===== config.mk =====
export PLATFORM = sky130hd
export DESIGN_NAME = adcc_top
export DESIGN_NICKNAME = d
export VERILOG_FILES = /design/src/shared/adcc_pkg.sv /design/src/rtl/adcc_clkdiv.sv /design/src/rtl/adcc_top.sv
export SDC_FILE = /design/constraint.sdc
export NUM_CORES = 1
export LEC_CHECK = 0
export CORE_MARGIN = 2
export CORE_UTILIZATION = 46
export DETAILED_ROUTE_END_ITERATION = 10
export DONT_BUFFER_PORTS = 1
export SLEW_MARGIN = 20
export SYNTH_ARGS = -nofsm -noshare
export SYNTH_HDL_FRONTEND = slang
export SYNTH_HIERARCHICAL = 1
export SYNTH_SLANG_ARGS = --single-unit

===== constraint.sdc =====
create_clock -name sys_clk -period 4.6 [get_ports sys_clk]
set_clock_uncertainty 0.15 [all_clocks]
set_input_delay 0.92 -clock sys_clk [delete_from_list [all_inputs] [get_ports sys_clk]]
set_output_delay 0.92 -clock sys_clk [all_outputs]
set_load 0.05 [all_outputs]

===== src/shared/adcc_pkg.sv =====
/*
  constants shared by the conversion control block: register offsets,
  field positions, reset values, clock source codes and cycle counts.
  assumes a byte-wide register port with a 4-bit word address.
*/
package adcc_pkg;

  localparam int unsigned ADDR_W = 4;
  localparam int unsigned DATA_W = 8;
  localparam int unsigned NPINS  = 24;

  localparam logic [3:0] OFS_SC1      = 4'h0;
  localparam logic [3:0] OFS_SC2      = 4'h1;
  localparam logic [3:0] OFS_RES_HIGH = 4'h2;
  localparam logic [3:0] OFS_RES_LOW  = 4'h3;
  localparam logic [3:0] OFS_CMP_HIGH = 4'h4;
  localparam logic [3:0] OFS_CMP_LOW  = 4'h5;
  localparam logic [3:0] OFS_CFG      = 4'h6;
  localparam logic [3:0] OFS_PIN_LOW  = 4'h7;
  localparam logic [3:0] OFS_PIN_MID  = 4'h8;
  localparam logic [3:0] OFS_PIN_HIGH = 4'h9;

  localparam int unsigned SC1_CONVERSION_COMPLETE_FLAG_BIT  = 7;
  localparam int unsigned SC1_COMPLETION_IRQ_ENABLE_BIT  = 6;
  localparam int unsigned SC1_CONT_BIT  = 5;
  localparam int unsigned SC2_BUSY_BIT  = 7;
  localparam int unsigned SC2_HWTRG_BIT = 6;
  localparam int unsigned SC2_CMPEN_BIT = 5;
  localparam int unsigned SC2_CMPGT_BIT = 4;
  localparam int unsigned CFG_DIV_LSB   = 5;
  localparam int unsigned CFG_LSMP_BIT  = 4;
  localparam int unsigned CFG_MODE_LSB  = 2;
  localparam int unsigned CFG_CLK_LSB   = 0;

  typedef enum logic [1:0] {
    ADCC_SRC_BUS   = 2'b00,
    ADCC_SRC_HALF  = 2'b01,
    ADCC_SRC_ALT   = 2'b10,
    ADCC_SRC_ASYNC = 2'b11
  } adcc_clk_src_t;

  typedef enum logic [1:0] {
    ADCC_IDLE    = 2'b00,
    ADCC_SAMPLE  = 2'b01,
    ADCC_CONVERT = 2'b10
  } adcc_state_t;

  localparam logic [1:0]  MODE_8BIT     = 2'b00;
  localparam logic [1:0]  MODE_10BIT    = 2'b10;
  localparam logic [4:0]  CHAN_ALL_ONES = 5'h1f;
  localparam logic [4:0]  CHAN_RST      = 5'h1f;
  localparam logic [7:0]  CFG_RST       = 8'h00;
  localparam logic [23:0] PIN_DIS_RST   = 24'h00_0000;
  localparam logic [23:0] PAD_ALLOW_RST = 24'hff_ffff;

  localparam logic [4:0]  SAMPLE_SHORT_TICKS = 5'h03;
  localparam logic [4:0]  SAMPLE_LONG_TICKS  = 5'h17;
  localparam logic [1:0]  CMP_SETTLE_CYC     = 2'h3;
  localparam logic [3:0]  RAW_MSB            = 4'ha;
  localparam logic [3:0]  STOP_BIT_10        = 4'h0;
  localparam logic [3:0]  STOP_BIT_8         = 4'h2;
  localparam logic [10:0] TRIAL_FIRST        = 11'h400;

endpackage


===== src/rtl/adcc_clkdiv.sv =====
/*
  converter clock generator: picks one of four sources and divides it,
  giving a one-cycle tick per converter clock period on sys_clk.
  assumes the alternate and internal async clocks are far slower than sys_clk.
*/
`timescale 1ns/10ps
module adcc_clkdiv (
  input  wire logic       sys_clk,
  input  wire logic       rst_n,
  input  wire logic [1:0] src_sel,
  input  wire logic [1:0] div_sel,
  input  wire logic       run,
  input  wire logic       alt_clk_pin,
  input  wire logic       async_clk_pin,
  output logic            converter_clock_tick
);

  typedef struct packed {
    logic       alt_s1;
    logic       alt_s2;
    logic       alt_d;
    logic       asy_s1;
    logic       asy_s2;
    logic       asy_d;
    logic       half;
    logic [2:0] cnt;
    logic       tick;
    logic [4:0] gap;
  } adcc_div_t;

  adcc_div_t s_reg;
  adcc_div_t s_next;

  function automatic logic [2:0] adcc_div_mask(input logic [1:0] d);
    unique case (d)
      2'b00: adcc_div_mask = 3'h0;
      2'b01: adcc_div_mask = 3'h1;
      2'b10: adcc_div_mask = 3'h3;
      2'b11: adcc_div_mask = 3'h7;
    endcase
  endfunction

  always_comb begin
    logic src_tick;
    src_tick = 1'b0;
    s_next = s_reg;
    s_next.alt_s1 = alt_clk_pin;
    s_next.alt_s2 = s_reg.alt_s1;
    s_next.alt_d  = s_reg.alt_s2;
    s_next.asy_s1 = async_clk_pin;
    s_next.asy_s2 = s_reg.asy_s1;
    s_next.asy_d  = s_reg.asy_s2;
    s_next.tick   = 1'b0;
    // cycles since the last tick; feeds the divide check only
    if (!run) begin
      s_next.gap = 5'h00;
    end else if (s_reg.tick) begin
      s_next.gap = 5'h01;
    end else if (s_reg.gap != 5'h1f) begin
      s_next.gap = s_reg.gap + 5'h01;
    end
    unique case (adcc_pkg::adcc_clk_src_t'(src_sel))
      adcc_pkg::ADCC_SRC_BUS:   src_tick = 1'b1;
      adcc_pkg::ADCC_SRC_HALF:  src_tick = s_reg.half;
      adcc_pkg::ADCC_SRC_ALT:   src_tick = s_reg.alt_s2 & ~s_reg.alt_d;
      adcc_pkg::ADCC_SRC_ASYNC: src_tick = s_reg.asy_s2 & ~s_reg.asy_d;
    endcase
    if (!run) begin
      s_next.half = 1'b0;
      s_next.cnt  = 3'h0;
    end else begin
      s_next.half = ~s_reg.half;
      if (src_tick) begin
        if (s_reg.cnt == adcc_div_mask(div_sel)) begin
          s_next.cnt  = 3'h0;
          s_next.tick = 1'b1;
        end else begin
          s_next.cnt = s_reg.cnt + 3'h1;
        end
      end
    end
  end

  always_ff @(posedge sys_clk or negedge rst_n) begin
    if (!rst_n) begin
      s_reg <= '0;
    end else begin
      s_reg <= s_next;
    end
  end

  assign converter_clock_tick = s_reg.tick;

  a_half_div_sixteen: assert property (@(posedge sys_clk) disable iff (!rst_n || !run)
    (converter_clock_tick && src_sel == 2'b01 && div_sel == 2'b11) |-> (s_reg.gap == 5'h10))
    else $error("halved bus clock with divide by 8 is not bus clock over 16");

endmodule


===== src/rtl/adcc_top.sv =====
/*
  conversion control of a 10-bit successive-approximation converter:
  register file, trigger handling, sample/convert sequencer, rounding,
  compare gating and pin-disable controls for channels 0 to 23.
  assumes an analog comparator driven by sar_code and a plain register port
  whose master keeps strobes one cycle long and never both at once.
*/
`timescale 1ns/10ps
module adcc_top (
  input  wire logic        sys_clk,
  input  wire logic        rst_n,
  input  wire logic [3:0]  reg_addr,
  input  wire logic [7:0]  reg_wdata,
  input  wire logic        reg_wr,
  input  wire logic        reg_rd,
  output logic      [7:0]  reg_rdata,
  input  wire logic        hw_trigger_input,
  input  wire logic        alternate_clock,
  input  wire logic        internal_async_clock,
  input  wire logic        cmp_above,
  output logic      [10:0] sar_code,
  output logic             sample_en,
  output logic             conv_irq_req,
  output logic             async_osc_en,
  output logic      [23:0] pad_out_en_allow,
  output logic      [23:0] pad_in_en,
  output logic      [23:0] pad_pullup_allow,
  input  wire logic [23:0] port_in_raw,
  output logic      [23:0] port_in_gated
);

  typedef struct packed {
    adcc_pkg::adcc_state_t state;
    logic                  conversion_complete_flag;
    logic                  completion_irq_enable;
    logic                  cont;
    logic [4:0]            chan;
    logic                  hwtrg;
    logic                  cmp_en;
    logic                  cmp_gt;
    logic [7:0]            cfg;
    logic [1:0]            cv_hi;
    logic [7:0]            cv_lo;
    logic [7:0]            res_hi;
    logic [7:0]            res_lo;
    logic [23:0]           pin_dis;
    logic [10:0]           sar;
    logic [10:0]           trial;
    logic [3:0]            bit_idx;
    logic [4:0]            samp_cnt;
    logic [1:0]            settle;
    logic                  trig_s1;
    logic                  trig_s2;
    logic                  trig_d;
    logic                  cmp_s1;
    logic                  cmp_s2;
    logic [23:0]           pin_s1;
    logic [23:0]           pin_s2;
    logic [7:0]            rdata;
    logic                  irq;
    logic                  osc_en;
    logic                  smp;
    logic [23:0]           pad_out;
    logic [23:0]           pad_in;
    logic [23:0]           pad_pull;
    logic [23:0]           port_gated;
    logic                  hw_go;
    logic                  done;
  } adcc_regs_t;

  adcc_regs_t s_reg;
  adcc_regs_t s_next;
  logic       converter_clock_tick;
  logic       conv_active;

  assign conv_active = (s_reg.state != adcc_pkg::ADCC_IDLE);

  adcc_clkdiv u_clkdiv (
    .sys_clk       (sys_clk),
    .rst_n         (rst_n),
    .src_sel       (s_reg.cfg[adcc_pkg::CFG_CLK_LSB +: 2]),
    .div_sel       (s_reg.cfg[adcc_pkg::CFG_DIV_LSB +: 2]),
    .run           (conv_active),
    .alt_clk_pin   (alternate_clock),
    .async_clk_pin (internal_async_clock),
    .converter_clock_tick     (converter_clock_tick)
  );

  function automatic logic adcc_hit(input logic strobe, input logic [3:0] addr, input logic [3:0] ofs);
    adcc_hit = strobe && (addr == ofs);
  endfunction

  // round half up, saturating so a full-scale raw value cannot wrap to zero
  function automatic logic [9:0] adcc_round(input logic [10:0] raw, input logic ten);
    logic [10:0] s10;
    logic [8:0]  s8;
    s10 = {1'b0, raw[10:1]} + {10'h000, raw[0]};
    s8  = {1'b0, raw[10:3]} + {8'h00, raw[2]};
    if (ten) begin
      adcc_round = s10[10] ? 10'h3ff : s10[9:0];
    end else begin
      adcc_round = {2'b00, (s8[8] ? 8'hff : s8[7:0])};
    end
  endfunction

  always_comb begin
    logic        wr_sc1;
    logic        wr_sc2;
    logic        wr_cfg;
    logic        wr_cvh;
    logic        wr_cvl;
    logic        rd_resl;
    logic        abort;
    logic        sw_start;
    logic        hw_start;
    logic        ten;
    logic        fin;
    logic        xfer;
    logic        cond;
    logic [3:0]  stop_bit;
    logic [4:0]  reload;
    logic [10:0] sar_new;
    logic [9:0]  res10;
    logic [9:0]  cv10;
    s_next = s_reg;
    s_next.hw_go = 1'b0;
    s_next.done  = 1'b0;
    fin     = 1'b0;
    xfer    = 1'b0;
    cond    = 1'b0;
    sar_new = s_reg.sar;
    res10   = 10'h000;
    cv10    = 10'h000;

    s_next.trig_s1 = hw_trigger_input;
    s_next.trig_s2 = s_reg.trig_s1;
    s_next.trig_d  = s_reg.trig_s2;
    s_next.cmp_s1  = cmp_above;
    s_next.cmp_s2  = s_reg.cmp_s1;
    s_next.pin_s1  = port_in_raw;
    s_next.pin_s2  = s_reg.pin_s1;

    wr_sc1  = adcc_hit(reg_wr, reg_addr, adcc_pkg::OFS_SC1);
    wr_sc2  = adcc_hit(reg_wr, reg_addr, adcc_pkg::OFS_SC2);
    wr_cfg  = adcc_hit(reg_wr, reg_addr, adcc_pkg::OFS_CFG);
    wr_cvh  = adcc_hit(reg_wr, reg_addr, adcc_pkg::OFS_CMP_HIGH);
    wr_cvl  = adcc_hit(reg_wr, reg_addr, adcc_pkg::OFS_CMP_LOW);
    rd_resl = adcc_hit(reg_rd, reg_addr, adcc_pkg::OFS_RES_LOW);
    // any change of mode invalidates a conversion in flight
    abort   = wr_sc1 | wr_sc2 | wr_cfg | wr_cvh | wr_cvl;

    ten      = (s_reg.cfg[adcc_pkg::CFG_MODE_LSB +: 2] == adcc_pkg::MODE_10BIT);
    stop_bit = ten ? adcc_pkg::STOP_BIT_10 : adcc_pkg::STOP_BIT_8;
    reload   = s_reg.cfg[adcc_pkg::CFG_LSMP_BIT] ? adcc_pkg::SAMPLE_LONG_TICKS : adcc_pkg::SAMPLE_SHORT_TICKS;
    sw_start = wr_sc1 && (reg_wdata[4:0] != adcc_pkg::CHAN_ALL_ONES) && !s_reg.hwtrg;
    // edges seen while busy, including a continuous run, fall through here
    hw_start = s_reg.trig_s2 && !s_reg.trig_d && s_reg.hwtrg && !conv_active
               && (s_reg.chan != adcc_pkg::CHAN_ALL_ONES);

    if (s_reg.settle != 2'h0) begin
      s_next.settle = s_reg.settle - 2'h1;
    end

    if (!abort) begin
      unique case (s_reg.state)
        adcc_pkg::ADCC_IDLE: begin
          if (hw_start) begin
            s_next.state    = adcc_pkg::ADCC_SAMPLE;
            s_next.samp_cnt = reload;
            s_next.hw_go    = 1'b1;
          end
        end
        adcc_pkg::ADCC_SAMPLE: begin
          if (converter_clock_tick) begin
            if (s_reg.samp_cnt == 5'h00) begin
              s_next.state   = adcc_pkg::ADCC_CONVERT;
              s_next.bit_idx = adcc_pkg::RAW_MSB;
              s_next.sar     = 11'h000;
              s_next.trial   = adcc_pkg::TRIAL_FIRST;
              s_next.settle  = adcc_pkg::CMP_SETTLE_CYC;
            end else begin
              s_next.samp_cnt = s_reg.samp_cnt - 5'h01;
            end
          end
        end
        adcc_pkg::ADCC_CONVERT: begin
          // settle covers the comparator synchroniser lag after each trial
          if (converter_clock_tick && (s_reg.settle == 2'h0)) begin
            sar_new    = s_reg.cmp_s2 ? s_reg.trial : s_reg.sar;
            s_next.sar = sar_new;
            if (s_reg.bit_idx == stop_bit) begin
              fin = 1'b1;
            end else begin
              s_next.bit_idx = s_reg.bit_idx - 4'h1;
              s_next.trial   = sar_new | (11'h001 << (s_reg.bit_idx - 4'h1));
              s_next.settle  = adcc_pkg::CMP_SETTLE_CYC;
            end
          end
        end
        default: begin
          s_next.state = adcc_pkg::ADCC_IDLE;
        end
      endcase
    end

    if (fin) begin
      res10 = adcc_round(sar_new, ten);
      cv10  = ten ? {s_reg.cv_hi, s_reg.cv_lo} : {2'b00, s_reg.cv_lo};
      cond  = s_reg.cmp_gt ? (res10 >= cv10) : (res10 < cv10);
      xfer  = !s_reg.cmp_en || cond;
      s_next.done  = 1'b1;
      s_next.trial = 11'h000;
      if (xfer) begin
        if (ten) begin
          s_next.res_hi = {6'h00, res10[9:8]};
        end
        s_next.res_lo = res10[7:0];
      end
      if (s_reg.cont) begin
        s_next.state    = adcc_pkg::ADCC_SAMPLE;
        s_next.samp_cnt = reload;
      end else begin
        s_next.state = adcc_pkg::ADCC_IDLE;
      end
    end

    // a completion in the clearing cycle still leaves the flag set
    s_next.conversion_complete_flag = (s_reg.conversion_complete_flag & ~(wr_sc1 | rd_resl)) | xfer;

    if (wr_sc1) begin
      s_next.completion_irq_enable = reg_wdata[adcc_pkg::SC1_COMPLETION_IRQ_ENABLE_BIT];
      s_next.cont = reg_wdata[adcc_pkg::SC1_CONT_BIT];
      s_next.chan = reg_wdata[4:0];
    end
    if (wr_sc2) begin
      s_next.hwtrg  = reg_wdata[adcc_pkg::SC2_HWTRG_BIT];
      s_next.cmp_en = reg_wdata[adcc_pkg::SC2_CMPEN_BIT];
      s_next.cmp_gt = reg_wdata[adcc_pkg::SC2_CMPGT_BIT];
    end
    if (wr_cfg) begin
      s_next.cfg = reg_wdata;
    end
    if (wr_cvh) begin
      s_next.cv_hi = reg_wdata[1:0];
    end
    if (wr_cvl) begin
      s_next.cv_lo = reg_wdata;
    end
    if (adcc_hit(reg_wr, reg_addr, adcc_pkg::OFS_PIN_LOW)) begin
      s_next.pin_dis[7:0] = reg_wdata;
    end
    if (adcc_hit(reg_wr, reg_addr, adcc_pkg::OFS_PIN_MID)) begin
      s_next.pin_dis[15:8] = reg_wdata;
    end
    if (adcc_hit(reg_wr, reg_addr, adcc_pkg::OFS_PIN_HIGH)) begin
      s_next.pin_dis[23:16] = reg_wdata;
    end
    if (abort) begin
      s_next.trial = 11'h000;
      s_next.state = sw_start ? adcc_pkg::ADCC_SAMPLE : adcc_pkg::ADCC_IDLE;
      s_next.samp_cnt = reload;
    end

    s_next.rdata = 8'h00;
    if (reg_rd) begin
      unique case (reg_addr)
        adcc_pkg::OFS_SC1:      s_next.rdata = {s_reg.conversion_complete_flag, s_reg.completion_irq_enable, s_reg.cont, s_reg.chan};
        adcc_pkg::OFS_SC2:      s_next.rdata = {conv_active, s_reg.hwtrg, s_reg.cmp_en, s_reg.cmp_gt, 4'h0};
        adcc_pkg::OFS_RES_HIGH: s_next.rdata = s_reg.res_hi;
        adcc_pkg::OFS_RES_LOW:  s_next.rdata = s_reg.res_lo;
        adcc_pkg::OFS_CMP_HIGH: s_next.rdata = {6'h00, s_reg.cv_hi};
        adcc_pkg::OFS_CMP_LOW:  s_next.rdata = s_reg.cv_lo;
        adcc_pkg::OFS_CFG:      s_next.rdata = s_reg.cfg;
        adcc_pkg::OFS_PIN_LOW:  s_next.rdata = s_reg.pin_dis[7:0];
        adcc_pkg::OFS_PIN_MID:  s_next.rdata = s_reg.pin_dis[15:8];
        adcc_pkg::OFS_PIN_HIGH: s_next.rdata = s_reg.pin_dis[23:16];
        default:                s_next.rdata = 8'h00;
      endcase
    end

    s_next.irq = s_next.conversion_complete_flag & s_next.completion_irq_enable;
    // no stop input gates this: the oscillator stays on through wait and stop
    s_next.osc_en = (s_next.state != adcc_pkg::ADCC_IDLE)
                    && (s_next.cfg[adcc_pkg::CFG_CLK_LSB +: 2] == adcc_pkg::ADCC_SRC_ASYNC);
    s_next.smp        = (s_next.state == adcc_pkg::ADCC_SAMPLE);
    s_next.pad_out    = ~s_next.pin_dis;
    s_next.pad_in     = ~s_next.pin_dis;
    s_next.pad_pull   = ~s_next.pin_dis;
    s_next.port_gated = s_reg.pin_s2 & ~s_reg.pin_dis;
  end

  always_ff @(posedge sys_clk or negedge rst_n) begin
    if (!rst_n) begin
      s_reg          <= '0;
      s_reg.state    <= adcc_pkg::ADCC_IDLE;
      s_reg.chan     <= adcc_pkg::CHAN_RST;
      s_reg.cfg      <= adcc_pkg::CFG_RST;
      s_reg.pin_dis  <= adcc_pkg::PIN_DIS_RST;
      s_reg.pad_out  <= adcc_pkg::PAD_ALLOW_RST;
      s_reg.pad_in   <= adcc_pkg::PAD_ALLOW_RST;
      s_reg.pad_pull <= adcc_pkg::PAD_ALLOW_RST;
    end else begin
      s_reg <= s_next;
    end
  end

  assign reg_rdata        = s_reg.rdata;
  assign sar_code         = s_reg.trial;
  assign sample_en        = s_reg.smp;
  assign conv_irq_req     = s_reg.irq;
  assign async_osc_en     = s_reg.osc_en;
  assign pad_out_en_allow = s_reg.pad_out;
  assign pad_in_en        = s_reg.pad_in;
  assign pad_pullup_allow = s_reg.pad_pull;
  assign port_in_gated    = s_reg.port_gated;

  a_chan_off_idle: assert property (@(posedge sys_clk) disable iff (!rst_n)
    (s_reg.chan == adcc_pkg::CHAN_ALL_ONES) |-> !conv_active)
    else $error("converter active with channel select all ones");

  a_single_ends_idle: assert property (@(posedge sys_clk) disable iff (!rst_n)
    (s_reg.done && !s_reg.cont && !$past(reg_wr)) |-> (s_reg.state == adcc_pkg::ADCC_IDLE))
    else $error("single conversion did not return to idle");

  a_ten_bit_high: assert property (@(posedge sys_clk) disable iff (!rst_n)
    (s_reg.done && $rose(s_reg.conversion_complete_flag) && $past(s_reg.cfg[3:2]) == adcc_pkg::MODE_10BIT)
      |-> (s_reg.res_hi[7:2] == 6'h00))
    else $error("10-bit result high has bits above the top two");

  a_eight_bit_low: assert property (@(posedge sys_clk) disable iff (!rst_n)
    (s_reg.done && $past(s_reg.cfg[3:2]) == adcc_pkg::MODE_8BIT) |-> $stable(s_reg.res_hi))
    else $error("8-bit conversion changed result high");

  a_flag_irq: assert property (@(posedge sys_clk) disable iff (!rst_n)
    $rose(s_reg.conversion_complete_flag) |-> ##1 (conv_irq_req == s_reg.completion_irq_enable || $changed(s_reg.conversion_complete_flag) || $changed(s_reg.completion_irq_enable)))
    else $error("interrupt request does not follow flag and enable");

  a_compare_blocks: assert property (@(posedge sys_clk) disable iff (!rst_n)
    (s_reg.done && $past(s_reg.cmp_en) && !$past(s_reg.conversion_complete_flag) && !s_reg.conversion_complete_flag)
      |-> ($stable(s_reg.res_lo) && $stable(s_reg.res_hi)))
    else $error("result registers changed without setting the complete flag");

  a_pins_follow: assert property (@(posedge sys_clk) disable iff (!rst_n)
    ##1 ((pad_out_en_allow == ~s_reg.pin_dis) && (pad_in_en == ~s_reg.pin_dis) && (pad_pullup_allow == ~s_reg.pin_dis)))
    else $error("pad controls disagree with pin-disable bits");

  a_hw_edge_start: assert property (@(posedge sys_clk) disable iff (!rst_n)
    s_reg.hw_go |-> (s_reg.state == adcc_pkg::ADCC_SAMPLE) ##1 (sample_en || !conv_active))
    else $error("hardware trigger did not start sampling");

  a_busy_edge_ignored: assert property (@(posedge sys_clk) disable iff (!rst_n)
    (s_reg.trig_s2 && !s_reg.trig_d && conv_active) |=> !s_reg.hw_go)
    else $error("trigger edge acted on while converting");

  a_sw_write_starts: assert property (@(posedge sys_clk) disable iff (!rst_n)
    (reg_wr && reg_addr == adcc_pkg::OFS_SC1 && reg_wdata[4:0] != 5'h1f && !s_reg.hwtrg)
      |=> (s_reg.state == adcc_pkg::ADCC_SAMPLE && sample_en))
    else $error("software write did not start a conversion");

  a_cont_restarts: assert property (@(posedge sys_clk) disable iff (!rst_n)
    (s_reg.done && $past(s_reg.cont) && !$past(reg_wr)) |-> (s_reg.state == adcc_pkg::ADCC_SAMPLE))
    else $error("continuous mode did not restart");

endmodule


==> results.md, run 1 <==
* # DRC at 0
* Die Area at approximately 0.025 mm²
* Max Slew Vio Count at 0
* Failing checks: negative hold slack
* Area delta synth->final at 9.16%
* Yosys reg bits at between 200 and 250
* Congestion Overflow GR at 0
* CORE AREA at ~0.023 mm²
* Die Width at about 160 µm
* Final Hold Viols at 49
* RSZ-0062 raised after global routing: true
* Cts bufs inserted at 25
* FMAX at about 220 MHz
* EDFF count, synth at 0
* Hpwl dp at around 18000 µm
* Yosys top cell area share at 44.7%
* Post-route cell area at about 0.012 mm²
* Hold WC Path Type: input port to asynchronous set/reset pin
* Largest buffer count on any clock path at 3
* Worst Setup Start Kind: flop
* First-pass GRT wire length at 38800 µm
* Critical Path RT at between 4 and 5 ns
* Clk sink count at roughly 220
* Final nets at 1005
* Layout cells sized above 1 at about a quarter
* Rel. slew slack at about two fifths
* Yosys warning count at 6
* H-tree depth at 1
* DRT Wirelength at ~25000 µm
* Placed Area at 0.0106 mm²
* WL/cell at 19.7 µm
* Worst-Margin Slew at approximately 0.9 ns
* Period utilisation layout at about 100%
* Final GP Congestion at 0.868
* Avg Cell Area, Syn at between 10 and 15 µm²
* Mapped Nets at ~1100
* Largest net degree at the start of global routing at around 220
* Gr busiest metal: met2
* Register area share after synthesis at between 50% and 60%
* Final-layout fill cell count at between 2000 and 2500
* Status: finished with violations
* Reg2Reg Depth at 20
* Count of distinct cell types in the synthesized netlist at 85
* CP arrival at between 4 and 5 ns
* Die height at ~160 µm
* Power after layout at about 0.0074 W
* Vias in the first global route at 6810
* Grt met2 use at between 30% and 40%
* Largest cells by area after synthesis: dfrtp_1, buf_4, dfstp_2
* Met1 Use GR at between 20% and 30%
* Dpl ws at -0.263 ns
* Gate count after technology mapping at between 900 and 1000
* CTS clk-pin slew, worst paths at ~0.06 ns
* Power density over the cells at about 630 mW/mm²
* CTS tree: built
* GRT Util Overall at 20.3%
* Ys flop type: dfrtp_1
* Largest register FFs at approximately 110
* Final min period at roughly 4.5 ns
* Initial antenna violation count at 0
* Hold WS at -0.0641 ns
* Number of DRC markers in iteration 0 at approximately 620
* Worst-Skew Late Latency at about 0.54 ns
* Routed vias at 6943
* # diodes at 0
* Count leader, synth: dfrtp_1
* Leak pwr at around 5.2 nW
* FFs w/ async S/R, synth at 100%
* GR Layer Usage met3 at 4.29%
* List of most frequent post-synthesis cells: dfrtp_1, buf_4, nand2_1, a21oi_1, inv_1
* Via density at between 5 and 6
* PortBufs at 0
* Biggest area consumer among synthesized cells: dfrtp_1
* # IOs at roughly 160
* Final ANT Viol Nets at 0
* Max_cap viols at 0
* Row count at 55
* Netlist area before placement at around 0.011 mm²
* Worst-path fanout max at 5
* Peak supply drop at 0.291 mV
* CP endpoint kind: flop
* Fin util at 51.5%
* CTS Root Cell: clkbuf_16
* Setup CP Type: flop to flop
* Drt pass-1 iters at 5
* Setup ws final at around 0.063 ns
* Starting Density at a little under half
* Number of setup violations in the final report at 0
==> critical path, cell delays in order, from the launching register on <==
cell,delay [ns]
dfrtp_1,0.39
inv_2,0.09
ha_4,0.13
and4bb_2,0.28
nand2_4,0.07
nor2_4,0.20
mux2_4,0.34
ha_4,0.18
nand2_2,0.07
a21oi_2,0.04
or2_1,0.29
nand4_1,0.11
mux2_4,0.34
nor2_2,0.12
ha_1,0.29
a2111oi_4,0.35
o21ai_2,0.12
a32oi_2,0.21
buf_4,0.18
nand3_2,0.15
mux2_4,0.32
==> layout by cell type, fill, tap and decap left out, drive strengths merged, types with 15 or more instances in the layout <==
cell / synthesis / final
dfrtp: 192 / 192
a21oi: 54 / 54
buf: 131 / 71
ha: 26 / 26
nor3: 15 / 15
nand2: 72 / 72
dfstp: 29 / 29
mux2i: 37 / 37
inv: 51 / 53
nor2: 51 / 51
clkbuf: 15 / 35
mux2: 37 / 37
nand3: 26 / 27
o21ai: 44 / 44
nor2b: 35 / 35
==> report_power, final <==
| group | switching [W] | internal [W] | total, W | leakage (nW) |
|---|---|---|---|---|
| Sequential | 0.00106 | 0.00237 | 0.00343 | 2.69 |
| Combinational | 0.00115 | 0.000871 | 0.00202 | 2.10 |
| Clock | 0.000812 | 0.00118 | 0.00199 | 0.416 |
==> routing by layer <==
layer	wire length [µm]	share of wire [%]	vias up
li1	-	-	3200
met1	11200	45	3464
met2	11700	47	238
met3	1600	6.4	41
met4	510	2.0	0
met5	0	0	-
==> final timing paths <==
check | slack [ns] | end | start
setup reg to reg | 0.06 | s_reg[223] | s_reg[264]
setup / recovery | 0.06 | s_reg[223] | s_reg[264]
min in group sys_clk | 0.20 | s_next[159] | s_next[160]
hold reg to reg | 0.20 | s_next[159] | s_next[160]
hold / removal | -0.06 | s_reg[191] | rst_n
max in group asynchronous | 3.95 | pad_pullup_allow[17] | rst_n
==> stage by stage <==
| stage | cells | TNS, ns |
|---|---|---|
| 5_1_grt | 1267 | -1.67 |
| 2_1_floorplan | 982 | -3.53 |
| 3_3_place_gp | 1210 | -1.74 |
| 3_5_place_dp | 1210 | -2.61 |
| 4_1_cts | 1258 | 0 |
| 6_report | 1267 | 0 |
==> layout make-up <==
type | count | area, µm² | area share, %
Clock buffer | 35 | 733 | 6.25
Clock inverter | 11 | 110 | 0.939
Inverter | 51 | 191 | 1.63
Multi-Input combinational cell | 565 | 4190 | 35.8
Sequential cell | 221 | 5570 | 47.5
Tap cell | 313 | 392 | 3.34
Timing Repair Buffer | 71 | 537 | 4.58
==> repair_timing <==
action / in CTS / in global routing
cloned: 0 / 1
hold endpoints to repair: 192 / 192
resized for setup: 3 / 34
endpoints found under the setup margin: 8 / 12
buffers inserted: 2 / 8
pin swaps: 2 / 18
==> cell families after synthesis <==
logic type | share of synthesized area, %
flip-flops | 51.8
adder cells (fa/ha/maj) | 3.03
AO/OA/AOI/OAI | 12.4
multiplexers | 7.54
AND/OR/NAND/NOR | 12.9
buffers and inverters | 11.3
XOR/XNOR | 0.979
Power figures use the tool's default switching activity.
==> run 2, diff against run 1 <==
--- a/config.mk
+++ b/config.mk
@@ -6,9 +6,10 @@
 export NUM_CORES = 1
 export LEC_CHECK = 0
 export CORE_MARGIN = 2
-export CORE_UTILIZATION = 46
+export CORE_UTILIZATION = 58
 export DETAILED_ROUTE_END_ITERATION = 10
 export DONT_BUFFER_PORTS = 1
+export PLACE_DENSITY = 0.76
 export SLEW_MARGIN = 20
 export SYNTH_ARGS = -nofsm -noshare
 export SYNTH_HDL_FRONTEND = slang
==> run 2 against run 1 <==
  * The flow finishes with violations (design-rule violations, negative hold slack)
  * First-iteration DRC count fell by 0.65%
  * Critical path depth increased by 3
  * Worst setup slack better by 0.023 ns
  * Power decreased by 1.3%
  * Largest power group unchanged
  * Global-route usage rose by 4.2 points
  * Final cell count decreased by 7.5%
  * Sequential share of layout area is 0.91 points higher
==> results.md, run 2 (synthesis results as in run 1) <==
* Status: finished with violations (unchanged)
* Failing checks: design-rule violations, negative hold slack (was negative hold slack)
* Setup CP Type: flop to flop (unchanged)
* Die height at 140 µm (was 157 µm)
* Worst-Margin Slew at 0.905 ns (was 0.921 ns)
* Power density over the cells at 639 mW/mm² (was 635 mW/mm²)
* Critical Path RT at 4.84 ns (was 4.87 ns)
* Via density at 5.98 (was 5.48)
* Multi-input gate area at 0.00415 mm² (was 0.00419 mm²)
* Final Hold Viols at 47 (was 49)
* Number of setup violations in the final report at 0 (unchanged)
* # IOs at 162 (unchanged)
* H-tree depth at 1 (unchanged)
* Vias in the first global route at 6879 (was 6810)
* Routed vias at 7012 (was 6943)
* Clk sink count at 221 (unchanged)
* Starting Density at 59.4% (was 47.1%)
* Die Width at 140 µm (was 157 µm)
* Worst-path fanout max at 5 (unchanged)
* Largest register FFs at 113 (unchanged)
* Rel. slew slack at 39.4% (was 38.3%)
* Final GP Congestion at 0.919 (was 0.868)
* WL/cell at 20.6 µm (was 19.7 µm)
* Hold WC Path Type: input port to asynchronous set/reset pin (unchanged)
* Drt pass-1 iters at 8 (was 5)
* Final-layout fill cell count at 1354 (was 2006)
* Peak supply drop at 0.359 mV (was 0.291 mV)
* Final min period at 4.51 ns (was 4.54 ns)
* Row count at 49 (was 55)
* Worst Setup Start Kind: flop (unchanged)
* Final ANT Viol Nets at 0 (unchanged)
* RSZ-0062 raised after global routing: true (unchanged)
* Congestion Overflow GR at 0 (unchanged)
* Period utilisation layout at 98.1% (was 98.6%)
* Final nets at 996 (was 1005)
* Commonest non-fill, non-tap cells in the layout: dfrtp_1, nand2_1, buf_4, inv_1, nor2_1 (was dfrtp_1, buf_4, nand2_1, inv_1, nor2_1)
* Max_cap viols at 0 (unchanged)
* Fin util at 63.6% (was 51.5%)
* Placed Area at 0.0105 mm² (was 0.0106 mm²)
* CTS tree: built (unchanged)
* DRT Wirelength at 24100 µm (was 25000 µm)
* Post-route cell area at 0.0115 mm² (was 0.0117 mm²)
* Largest net degree at the start of global routing at 222 (unchanged)
* Setup TNS at 0 ns (unchanged)
* First-pass GRT wire length at 38300 µm (was 38800 µm)
* CP arrival at 4.75 ns (was 4.81 ns)
* Power after layout at 0.00735 W (was 0.00744 W)
* CTS Root Cell: clkbuf_16 (unchanged)
* # DRC at 17 (was 0)
* GRT Util Overall at 24.5% (was 20.3%)
* Max Slew Vio Count at 0 (unchanged)
* # diodes at 0 (unchanged)
* CORE AREA at 0.0181 mm² (was 0.0228 mm²)
* Commonest non-fill, non-tap cell in the layout: dfrtp_1 (unchanged)
* Area delta synth->final at 7.12% (was 9.16%)
* PortBufs at 0 (unchanged)
* Layout cells sized above 1 at 23.6% (was 25.4%)
* CP endpoint kind: flop (unchanged)
* Worst-Skew Late Latency at 0.51 ns (was 0.54 ns)
* Seq. cell area at 0.00557 mm² (about the same)
* Cts bufs inserted at 24 (was 25)
* CTS clk-pin slew, worst paths at 0.06 ns (about the same)
* Die Area at 0.0196 mm² (was 0.0246 mm²)
* Leak pwr at 5.16 nW (was 5.21 nW)
* Initial antenna violation count at 0 (unchanged)
* Largest buffer count on any clock path at 3 (unchanged)
* Number of DRC markers in iteration 0 at 614 (was 618)
* FMAX at 222 MHz (was 220 MHz)
* Hold WS at -0.0341 ns (was -0.0641 ns)
* Hpwl dp at 16900 µm (was 17500 µm)
==> run 2: cell types whose count changed in the layout (fill, tap and decap cells not counted), sizes merged <==
cell	previous run	this run
nand3	27	26
clkbuf	35	36
clkinv	6	3
buf	71	64
bufinv	1	2
inv	53	51
==> run 2: per-layer routing <==
metal  part of all wire [%]  track usage [%]  vias up
met1                     43             33.8     3491
met3                    7.0             4.96       38
met5                      0                0        -
li1                       -                -     3186
met4                    2.2             6.01        0
met2                     48             40.2      297
==> run 2: what timing repair did <==
action,in CTS,in global routing
setup buffers,0,4
setup endpoints to repair,3,12
pin swaps,2,16
gates resized for setup,3,31
hold endpoints to repair,192,163
==> run 2: layout make-up <==
type                       count  area share [%]
tap                          229            2.49
multi-input combinational    564            36.1
inverter                      51            1.66
sequential                   221            48.4
clock inverter                 7           0.783
timing repair buffer          64            4.24
clock buffer                  36            6.32
==> run 2: power by group <==
part,internal (W),switching [W]
sequential,0.00237,0.00109
clock,0.00120,0.000748
combinational,0.000838,0.00110
==> run 2: final timing paths <==
check	from	endpoint	slack [ns]	cells after the start
hold / removal	rst_n	s_reg[193]	-0.03	0
hold reg to reg	s_next[132]	s_reg[132]	0.20	0
min in group sys_clk	s_next[132]	s_reg[132]	0.20	0
setup / recovery	s_reg[264]	s_reg[226]	0.09	23
max in group asynchronous	rst_n	pad_pullup_allow[5]	3.94	0
setup reg to reg	s_reg[264]	s_reg[226]	0.09	23
==> run 2: through the flow <==
stage / setup WS, ns / cells
3_5_place_dp: -0.242 / 1125
4_1_cts: 0.00910 / 1168
2_1_floorplan: -0.358 / 982
5_1_grt: -0.146 / 1172
6_report: 0.0858 / 1172
3_3_place_gp: -0.201 / 1125
==> run 2: critical path, stage by stage, from the launching register on <==
cell and delay, ns:
dfrtp_1 0.38, inv_2 0.09, ha_4 0.13, and4bb_2 0.29, nand2_4 0.08, nor2_4 0.13, mux2_4 0.33, ha_4 0.19
nand2_2 0.07, a21oi_2 0.04, or2_1 0.26, buf_6 0.14, a31o_4 0.23, a21oi_4 0.16, nor2_2 0.05, ha_1 0.32
o211ai_1 0.29, a21oi_1 0.13, a32oi_2 0.28, o31a_1 0.21, o21ai_2 0.09, buf_4 0.14, o21ai_1 0.12, o31ai_1 0.09
